$ cat config.mk
export PLATFORM = sky130hd
export DESIGN_NAME = cgs_clock_gen
export DESIGN_NICKNAME = d
export VERILOG_FILES = /design/src/design/cgs_pkg.sv /design/src/design/cgs_unit_divider.sv /design/src/design/cgs_clock_gen.sv
export SDC_FILE = /design/constraint.sdc
export NUM_CORES = 1
export LEC_CHECK = 0
export ABC_CLOCK_PERIOD_IN_PS = 2000
export BUFFER_PORTS_ARGS = -buffer_cell sky130_fd_sc_hd__buf_2
export CORE_ASPECT_RATIO = 0.6
export CORE_UTILIZATION = 51
export DETAILED_ROUTE_END_ITERATION = 6
export PLACE_DENSITY = 0.85
export RECOVER_POWER = 50
export SLEW_MARGIN = 15
export SYNTH_ARGS = -nofsm -noshare
export SYNTH_HDL_FRONTEND = slang
export SYNTH_SLANG_ARGS = --single-unit
$ cat constraint.sdc
create_clock -name clock -period 2 [get_ports clock]
set_input_delay 0.2 -clock clock [delete_from_list [all_inputs] [get_ports clock]]
set_output_delay 0.2 -clock clock [all_outputs]
set_load 0.05 [all_outputs]
$ cat src/design/cgs_pkg.sv
// Constants shared by the clock generation block
package cgs_pkg;
   // ==========================================================
   // Reset configuration word field layout
   localparam int unsigned SYSTEM_PLL_MULTIPLIER_LSB = 24;
   localparam int unsigned SYSTEM_PLL_MULTIPLIER_W = 4;
   localparam int unsigned CORE_LSB = 16;
   localparam int unsigned CORE_W = 7;
   localparam int unsigned MEMORY_CLOCK_MODE_BIT = 30;
   localparam int unsigned LOCAL_BUS_CLOCK_MODE_BIT = 31;
   localparam int unsigned CFG_W = 32;
   // ==========================================================
   // Counts and widths
   localparam int unsigned NUM_BUS_OUT = 5;
   localparam int unsigned NUM_UNITS = 5;
   localparam int unsigned NUM_LCLK = 3;
   localparam int unsigned NUM_PINS = 3;
   localparam int unsigned PIN_HOST = 0;
   localparam int unsigned PIN_PCI = 1;
   localparam int unsigned PIN_FB = 2;
   localparam logic [2:0] LOCK_WINDOW = 3'h7;
   localparam logic [5:0] LOCK_BASE = 6'h08;
   localparam logic [5:0] LOCK_TOL = 6'h01;
   localparam logic [5:0] REF_COUNT_MAX = 6'h3F;
   // ==========================================================
   // Unit ratio codes
   typedef enum logic [1:0] {
      RATIO_OFF   = 2'h0,
      RATIO_FULL  = 2'h1,
      RATIO_HALF  = 2'h2,
      RATIO_THIRD = 2'h3
   } cgs_ratio_t;
   localparam logic [1:0] RATIO_RESET = 2'h3;
   localparam logic [1:0] PERIOD_FULL = 2'h0;
   localparam logic [1:0] PERIOD_HALF = 2'h1;
   localparam logic [1:0] PERIOD_THIRD = 2'h2;
   // ==========================================================
   // Local bus divide field codes, half period minus one in unit ticks
   localparam logic [1:0] LDIV_2 = 2'h0;
   localparam logic [1:0] LDIV_4 = 2'h1;
   localparam logic [2:0] LHALF_2 = 3'h0;
   localparam logic [2:0] LHALF_4 = 3'h1;
   localparam logic [2:0] LHALF_8 = 3'h3;
endpackage

$ cat src/design/cgs_unit_divider.sv
// Per-unit clock enable divider with boundary-aligned ratio changes
`timescale 1ns/100ps
module cgs_unit_divider (
   input  wire logic       clock,     // System clock
   input  wire logic       rstn,      // Async reset, active low
   input  wire logic       csbTick,   // System bus clock enable
   input  wire logic [1:0] ratio,     // Requested ratio code
   output logic            unitTick   // Unit clock enable pulse
);
   logic [1:0] countReg;
   logic [1:0] countNext;
   logic       tickNext;
   logic       atBoundary;
   logic [1:0] periodLoad;

   assign atBoundary = (countReg == 2'h0);
   assign periodLoad =
      (ratio == cgs_pkg::RATIO_HALF)  ? cgs_pkg::PERIOD_HALF  :
      (ratio == cgs_pkg::RATIO_THIRD) ? cgs_pkg::PERIOD_THIRD :
                                        cgs_pkg::PERIOD_FULL;
   // New ratio only loads when a period completes, never mid-pulse
   assign countNext = !csbTick ? countReg :
                      atBoundary ? periodLoad : countReg - 2'h1;
   assign tickNext = csbTick && atBoundary &&
                     (ratio != cgs_pkg::RATIO_OFF);

   always_ff @(posedge clock or negedge rstn) begin
      if (!rstn) begin
         countReg <= 2'h0;
         unitTick <= 1'b0;
      end else begin
         countReg <= countNext;
         unitTick <= tickNext;
      end
   end
endmodule

$ cat src/design/cgs_clock_gen.sv
// Clock selection, derivation and unit gating for the system clock block
`timescale 1ns/100ps
// How it works
// - Host mode uses host reference input
// - Agent mode uses bus clock input
// - Host reference halved; strap picks sync output
// - Each bus clock output has own enable
// - Lock tracked against sync feedback input
// - Host reference equals feedback times strap factor
// - PLL multipliers taken from reset config word
// - Memory clock from mode bit, halved out
// - Memory data rate equals internal memory clock
// - Local bus unit clock from mode bit
// - Units start at default ratio, reprogrammable; no reset default held here, unitRatio ports supply the ratio
// - Five unit groups default third, four options; third not built in, each ratio comes straight from unitRatio
// - Second I2C clock fixed, not configurable
// - Local bus clock half, quarter or eighth
module cgs_clock_gen (
   input  wire logic        clock,               // 25 MHz clock
   input  wire logic        rstn,                // Async reset, low
   input  wire logic        hostModeStrap,       // 1 = bus host
   input  wire logic        ref_divider_strap,   // Sync out divide select
   input  wire logic [31:0] reset_config_word_low, // Config word straps
   input  wire logic        host_ref_clock_in,   // Host reference pin
   input  wire logic        busClockIn,          // Bus clock pin
   input  wire logic        syncFeedbackIn,      // Sync feedback pin
   input  wire logic [4:0]  bus_clock_out_enable, // Per-output enables
   input  wire logic [1:0]  local_bus_divide_field, // Local bus ratio
   input  wire logic [9:0]  unitRatio,           // Two bits per unit
   input  wire logic        pciDmaOn,            // PCI/DMA group on
   output logic             syncOut,             // Sync output pin
   output logic [4:0]       bus_clock_out_n,     // Bus clock outputs
   output logic [3:0]       system_pll_multiplier, // System multiplier
   output logic [6:0]       core_pll_multiplier, // Core multiplier
   output logic             refLocked,           // Feedback lock
   output logic             memory_bus_clock_out,   // Memory clock
   output logic             memoryBusClockOutN,  // Memory clock inverse
   output logic             memDataTick,         // Memory data enable
   output logic [2:0]       local_bus_clock_outs, // Local bus clocks
   output logic [4:0]       unitClockTick,       // Unit clock enables
   output logic             pciDmaTick,          // PCI/DMA enable
   output logic             i2cSecondTick,       // Second I2C enable
   output logic             csbTickOut           // System bus enable
);
   // ==========================================================
   // Pin synchronisers
   logic [2:0] sync1Reg;
   logic [2:0] sync2Reg;
   logic [2:0] sync3Reg;
   logic [2:0] pinReg;
   logic [2:0] pinPrevReg;
   logic [2:0] pinRise;
   logic [2:0] pinIn;

   // Filter assumes pins slower than a quarter of the block clock
   assign pinIn[cgs_pkg::PIN_HOST] = host_ref_clock_in;
   assign pinIn[cgs_pkg::PIN_PCI]  = busClockIn;
   assign pinIn[cgs_pkg::PIN_FB]   = syncFeedbackIn;

   genvar gi;
   generate
      for (gi = 0; gi < cgs_pkg::NUM_PINS; gi++) begin : gPin
         always_ff @(posedge clock or negedge rstn) begin
            if (!rstn) begin
               sync1Reg[gi]   <= 1'b0;
               sync2Reg[gi]   <= 1'b0;
               sync3Reg[gi]   <= 1'b0;
               pinReg[gi]     <= 1'b0;
               pinPrevReg[gi] <= 1'b0;
            end else begin
               sync1Reg[gi] <= pinIn[gi];
               sync2Reg[gi] <= sync1Reg[gi];
               sync3Reg[gi] <= sync2Reg[gi];
               if (sync2Reg[gi] == sync3Reg[gi])
                  pinReg[gi] <= sync3Reg[gi];
               pinPrevReg[gi] <= pinReg[gi];
            end
         end
         assign pinRise[gi] = pinReg[gi] && !pinPrevReg[gi];
      end
   endgenerate

   // ==========================================================
   // Strap capture after reset release
   logic        capturedReg;
   logic        hostModeReg;
   logic        refDivReg;
   logic        ddrModeReg;
   logic        lbModeReg;
   logic [3:0]  sysMultField;
   logic [6:0]  coreMultField;

   assign sysMultField = reset_config_word_low[
      cgs_pkg::SYSTEM_PLL_MULTIPLIER_LSB +: cgs_pkg::SYSTEM_PLL_MULTIPLIER_W];
   assign coreMultField = reset_config_word_low[
      cgs_pkg::CORE_LSB +: cgs_pkg::CORE_W];

   always_ff @(posedge clock or negedge rstn) begin
      if (!rstn) begin
         capturedReg           <= 1'b0;
         hostModeReg           <= 1'b0;
         refDivReg             <= 1'b0;
         ddrModeReg            <= 1'b0;
         lbModeReg             <= 1'b0;
         system_pll_multiplier <= 4'h0;
         core_pll_multiplier   <= 7'h00;
      end else if (!capturedReg) begin
         capturedReg           <= 1'b1;
         hostModeReg           <= hostModeStrap;
         refDivReg             <= ref_divider_strap;
         ddrModeReg            <= reset_config_word_low[cgs_pkg::MEMORY_CLOCK_MODE_BIT];
         lbModeReg             <= reset_config_word_low[cgs_pkg::LOCAL_BUS_CLOCK_MODE_BIT];
         system_pll_multiplier <= sysMultField;
         core_pll_multiplier   <= coreMultField;
      end
   end

   // ==========================================================
   // Primary reference select and sync output
   logic       primaryLevel;
   logic       primaryRise;
   logic       halfReg;
   logic       halfNext;
   logic       syncNext;

   assign primaryLevel = hostModeReg ? pinReg[cgs_pkg::PIN_HOST]
                                     : pinReg[cgs_pkg::PIN_PCI];
   assign primaryRise = hostModeReg ? pinRise[cgs_pkg::PIN_HOST]
                                    : pinRise[cgs_pkg::PIN_PCI];
   assign halfNext = primaryRise ? !halfReg : halfReg;
   // Agent mode passes the bus clock straight through
   assign syncNext = (hostModeReg && refDivReg) ? halfReg
                                                : primaryLevel;

   always_ff @(posedge clock or negedge rstn) begin
      if (!rstn) begin
         halfReg <= 1'b0;
         syncOut <= 1'b0;
      end else begin
         halfReg <= halfNext;
         syncOut <= syncNext;
      end
   end

   // One flop per bus clock output, each behind its own enable
   generate
      for (gi = 0; gi < cgs_pkg::NUM_BUS_OUT; gi++) begin : gBusOut
         always_ff @(posedge clock or negedge rstn) begin
            if (!rstn)
               bus_clock_out_n[gi] <= 1'b0;
            else
               bus_clock_out_n[gi] <= bus_clock_out_enable[gi] &&
                                      syncNext;
         end
      end
   endgenerate

   // ==========================================================
   // Lock check: reference edges per feedback window
   logic [2:0] fbCountReg;
   logic [2:0] fbCountNext;
   logic [5:0] refCountReg;
   logic [5:0] refCountNext;
   logic [5:0] expected;
   logic [5:0] lowBound;
   logic [5:0] highBound;
   logic       windowEnd;
   logic       refSaturated;
   logic       inWindow;
   logic       lockedNext;

   // Expected count tracks reference = feedback times (1 + strap) in host mode, times 1 in agent mode
   assign expected = (hostModeReg && refDivReg) ?
                     {cgs_pkg::LOCK_BASE[4:0], 1'b0}
                     : cgs_pkg::LOCK_BASE;
   assign lowBound = expected - cgs_pkg::LOCK_TOL;
   assign highBound = expected + cgs_pkg::LOCK_TOL;
   assign windowEnd = pinRise[cgs_pkg::PIN_FB] &&
                      (fbCountReg == cgs_pkg::LOCK_WINDOW);
   assign fbCountNext = pinRise[cgs_pkg::PIN_FB] ? fbCountReg + 3'h1
                                                 : fbCountReg;
   // Saturate so a runaway reference cannot wrap into the window
   assign refSaturated = (refCountReg == cgs_pkg::REF_COUNT_MAX);
   assign inWindow = (refCountReg >= lowBound) &&
                     (refCountReg <= highBound);
   assign lockedNext = windowEnd ? inWindow : refLocked;
   // An edge on the window end opens the next window's count
   assign refCountNext =
      windowEnd ? {5'h00, primaryRise} :
      (primaryRise && !refSaturated) ? refCountReg + 6'h01 :
                                       refCountReg;

   always_ff @(posedge clock or negedge rstn) begin
      if (!rstn) begin
         fbCountReg  <= 3'h0;
         refCountReg <= 6'h00;
         refLocked   <= 1'b0;
      end else begin
         fbCountReg  <= fbCountNext;
         refCountReg <= refCountNext;
         refLocked   <= lockedNext;
      end
   end

   // ==========================================================
   // System bus, memory and local bus clocks
   // System bus clock runs at half the block clock as an enable
   logic       csbTickReg;
   logic       ddrTick;
   logic       lbiuTick;
   logic       memClockNext;
   logic [2:0] lbCountReg;
   logic [2:0] lbCountNext;
   logic [2:0] lbHalfLoad;
   logic       lbToggle;
   logic [2:0] lbClockNext;

   assign ddrTick = ddrModeReg | csbTickReg;
   assign lbiuTick = lbModeReg | csbTickReg;
   assign memClockNext = ddrTick ? !memory_bus_clock_out
                                 : memory_bus_clock_out;
   assign lbHalfLoad =
      (local_bus_divide_field == cgs_pkg::LDIV_2) ? cgs_pkg::LHALF_2 :
      (local_bus_divide_field == cgs_pkg::LDIV_4) ? cgs_pkg::LHALF_4 :
                                                    cgs_pkg::LHALF_8;
   assign lbToggle = lbiuTick && (lbCountReg == 3'h0);
   // Divide changes only land on a half-period boundary
   assign lbCountNext = lbToggle ? lbHalfLoad :
                        lbiuTick ? lbCountReg - 3'h1 : lbCountReg;
   assign lbClockNext = lbToggle ? ~local_bus_clock_outs
                                 : local_bus_clock_outs;

   always_ff @(posedge clock or negedge rstn) begin
      if (!rstn) begin
         csbTickReg    <= 1'b0;
         csbTickOut    <= 1'b0;
         i2cSecondTick <= 1'b0;
      end else begin
         csbTickReg    <= !csbTickReg;
         csbTickOut    <= csbTickReg;
         i2cSecondTick <= csbTickReg;
      end
   end

   // Memory pair stays complementary from its first edge
   always_ff @(posedge clock or negedge rstn) begin
      if (!rstn) begin
         memory_bus_clock_out <= 1'b0;
         memoryBusClockOutN   <= 1'b1;
         memDataTick          <= 1'b0;
      end else begin
         memory_bus_clock_out <= memClockNext;
         memoryBusClockOutN   <= !memClockNext;
         memDataTick          <= ddrTick;
      end
   end

   always_ff @(posedge clock or negedge rstn) begin
      if (!rstn)
         lbCountReg <= 3'h0;
      else
         lbCountReg <= lbCountNext;
   end

   // Three local bus outputs, identical, each its own flop
   generate
      for (gi = 0; gi < cgs_pkg::NUM_LCLK; gi++) begin : gLclk
         always_ff @(posedge clock or negedge rstn) begin
            if (!rstn)
               local_bus_clock_outs[gi] <= 1'b0;
            else
               local_bus_clock_outs[gi] <= lbClockNext[gi];
         end
      end
   endgenerate

   // ==========================================================
   // Per-unit clock ratios
   logic [1:0] pciRatio;

   // Reset value comes from the control ports; software holds third
   generate
      for (gi = 0; gi < cgs_pkg::NUM_UNITS; gi++) begin : gUnit
         cgs_unit_divider uDiv (
            .clock    (clock),
            .rstn     (rstn),
            .csbTick  (csbTickReg),
            .ratio    (unitRatio[2*gi +: 2]),
            .unitTick (unitClockTick[gi])
         );
      end
   endgenerate

   // Group has no divided rate: only full or off
   assign pciRatio = pciDmaOn ? cgs_pkg::RATIO_FULL
                              : cgs_pkg::RATIO_OFF;

   cgs_unit_divider uPciDiv (
      .clock    (clock),
      .rstn     (rstn),
      .csbTick  (csbTickReg),
      .ratio    (pciRatio),
      .unitTick (pciDmaTick)
   );
endmodule

==> summary.txt <==
CTS
  – Resized cells post-CTS: 0
  – Sink Count: 77
  – Root Buffer: clkbuf_8
  – CTS Buf Count: 9
  – Setup bufs post-CTS: 0
  – Reg clk slew, reported paths: 0.08 ns
  – Hold_buf cts: 4
  – Worst skew pair latency: 0.33 ns
  – CTS max path bufs: 2
  – CTS tree: built
  – H-Tree Depth: 3

STA
  – Unrepaired setup endpoints after global routing: false
  – Max_slew headroom: 33.8%
  – Fin crit share: 78.9%
  – Tightest hold margin: 0.0941 ns
  – Hold Vio Cnt, Final: 0
  – Fin crit period: around 1.6 ns
  – Final TNS setup: 0 ns
  – Clock Skews: 0.00949 ns
  – Max Slew Vio Count: 0
  – F_max: 634 MHz
  – Slew @ Worst Pin: 0.993 ns
  – Final Setup Violations: 0

Placed design
  – Post-DP HPWL: approximately 3900 µm
  – I/O Buffers: approximately 70
  – Final RePlAce weighted congestion: 0.809

Detailed routing
  – DRT iter0 DRCs: 46
  – Final ANT Viol Nets: 0
  – # DRC: 0
  – Per-cell routed wire length: roughly 13 µm
  – Post-Route WL: 5310 µm
  – Routed vias/inst: 4.95
  – Pre-antenna DRT Iters: 4
  – Vias: a little over 2000

Worst setup path
  – Crit start category: flop
  – Worst path arrival time: 1.80 ns
  – Crit path kind: flop to flop
  – Worst Path Required: 2.22 ns
  – Setup crit end kind: flop
  – CP Max Fanout: 6

Die
  – Chip height: between 60 and 70 µm
  – # IOs: 89
  – Die area: 6360 µm²
  – CORE AREA: 5700 µm²
  – Initial core utilization: 54.0%
  – Die Width: between 100 and 150 µm
  – Row cnt: 21

Cells and area
  – Multi-input logic area: 1030 µm²
  – Area Overhead vs Synth: 20.3%
  – Flip-flop and latch area: between 1500 and 2000 µm²
  – # diodes: 0
  – Nets: slightly below 400
  – Fin util: 65.0%
  – Share of cells above drive strength 1: 32.3%
  – Fillers: between 400 and 500

Synthesis
  – Post-Synthesis Cells: 247
  – Seq/Total Area, Yosys: 62.6%
  – Net count after synthesis: approximately 310
  – FF+latch count, synth: 77
  – Largest family of logic cells by synthesized area: simple AND/OR/NAND/NOR gates
  – Synthesized area per cell: 12.5 µm²
  – Complex-gate fraction of the synthesized area: approximately 8.1%
  – Post-synthesis simple-gate area fraction: 11.1%
  – Ys Warns: 0
  – Synth unique cells: 40
  – Post-synthesis mux area share: a little over 7%
  – Xor/xnor share of the synthesized area: approximately 1.7%
  – Post-Synth Adder-Cell Area: under 10%
  – Cell Area, Synth: between 3000 and 4000 µm²

Power and ir drop
  – Peak supply drop: 0.500 mV
  – Leakage power: 1.84 nW
  – PD cells: 1190 nW/µm²
  – Total power: 4.40 mW

Flow run
  – Maxcap violations: 0

GRT
  – Total gr overflow: 0
  – Largest net degree at the start of global routing: 42
  – Total track usage: 19.1%
  – Initial antenna violation count: 0
  – First-pass GRT wire length: 9270 µm
  – Vias in the first global route: 2013

Min path
  – HP Class: input pin to flop

Status
  – Outcome: finished clean
-- registers in the layout, indices dropped and copies added, names as in the netlist, 2 cells and up --
register	flops
sync1Reg	3
system_pll_multiplier	4
fbCountReg	3
gUnit.uDiv.unitTick	5
sync3Reg	3
refCountReg	6
local_bus_clock_outs	3
gUnit.uDiv.countReg	10
core_pll_multiplier	7
pinPrevReg	3
pinReg	3
lbCountReg	3
bus_clock_out_n	5
uPciDiv.countReg	2
sync2Reg	3
-- synthesized netlist by cell type (all sizes together) --
cell / count / area [µm²]
nand4: 1 / 6.26
nand2: 16 / 60.1
inv: 17 / 63.8
o22ai: 2 / 12.5
and2: 1 / 6.26
a22oi: 1 / 7.51
nor2b: 6 / 37.5
mux2i: 2 / 20.0
nor4b: 2 / 17.5
conb: 1 / 3.75
maj3: 3 / 30.0
buf: 7 / 50.0
mux2: 18 / 203
a32oi: 1 / 8.76
nand2b: 5 / 31.3
xor2: 4 / 35.0
o21a: 1 / 7.51
nand3: 3 / 20.0
a21boi: 1 / 7.51
or2: 1 / 6.26
or3: 3 / 18.8
a21o: 5 / 37.5
dfstp: 1 / 26.3
ha: 10 / 125
o211ai: 2 / 15.0
a311oi: 1 / 8.76
o21ai: 14 / 70.1
a21oi: 8 / 40.0
o21ba: 1 / 10.0
nor2: 11 / 41.3
xnor2: 2 / 17.5
a22o: 1 / 8.76
nor3b: 2 / 25.0
o221ai: 1 / 15.0
nor3: 12 / 60.1
clkbuf: 3 / 11.3
dfrtp: 76 / 1900
and3b: 1 / 12.5
-- per-stage QoR --
stage	std cells	area, µm²	setup slack (ns)
6_report	408	3700	0.422
4_1_cts	408	3720	0.419
2_1_floorplan	247	3080	0.576
3_3_place_gp	389	3490	0.458
3_5_place_dp	389	3490	0.424
5_1_grt	408	3700	0.169
-- where the power goes --
part,internal (mW),switching (mW),total (mW),leakage [nW]
clock network,0.602,0.521,1.12,0.0992
registers,1.85,0.218,2.07,0.947
logic,0.443,0.766,1.21,0.796
-- cells by family (layout without fill, tap and decap cells) --
group	Yosys count	count (layout)
fa+ha+maj	13	13
other cells	1	1
buf+inv	27	108
xor+xnor	6	6
flops	77	77
simple gates	64	64
compound gates	39	39
mux	20	20
-- final cells by class --
cell class | instances | area share, %
clock inverter | 4 | 1.32
multi-input combinational | 143 | 27.7
sequential | 77 | 52.1
timing repair buffer | 76 | 10.7
tap | 80 | 2.70
clock buffer | 11 | 3.82
inverter | 17 | 1.72
-- layer usage --
layer | vias to the layer above | routed length (µm) | GRT usage, %
met3 | 3 | 408 | 7.32
met1 | 963 | 2580 | 25.7
met5 | - | 0 | 0
met4 | 0 | 30 | 5.36
met2 | 66 | 2290 | 29.0
li1 | 988 | - | -
-- worst paths after layout --
check | to | slack, ns | depth (start not counted) | start
setup reg to reg | refCountReg[1] | 0.42 | 5 | refCountReg[0]
min in group asynchronous | refLocked | 0.56 | 2 | rstn
hold reg to reg | sync2Reg[2] | 0.36 | 0 | sync1Reg[2]
hold / removal | bus_clock_out_n[4] | 0.09 | 2 | bus_clock_out_enable[4]
max in group asynchronous | bus_clock_out_n[2] | 0.47 | 3 | rstn
setup / recovery | refCountReg[1] | 0.42 | 5 | refCountReg[0]
-- placed cells by master (no fill, tap or decap), drive strengths merged, types with 4 or more instances in the layout --
| master | n |
|---|---|
| ha | 10 |
| nor3 | 12 |
| dfrtp | 76 |
| buf | 64 |
| mux2 | 18 |
| a21o | 5 |
| nor2 | 11 |
| nor2b | 6 |
| xor2 | 4 |
| a21oi | 8 |
| nand2b | 5 |
| inv | 17 |
| dlygate4sd3 | 4 |
| clkbuf | 19 |
| o21ai | 14 |
| nand2 | 16 |
-- critical path, cell delays in order (launching register included) --
cell	delay [ns]
dfrtp_1	0.44
ha_1	0.24
nand3_2	0.13
o22ai_1	0.37
mux2i_1	0.23
nor2_1	0.05
(Power assumes the default switching activity.)
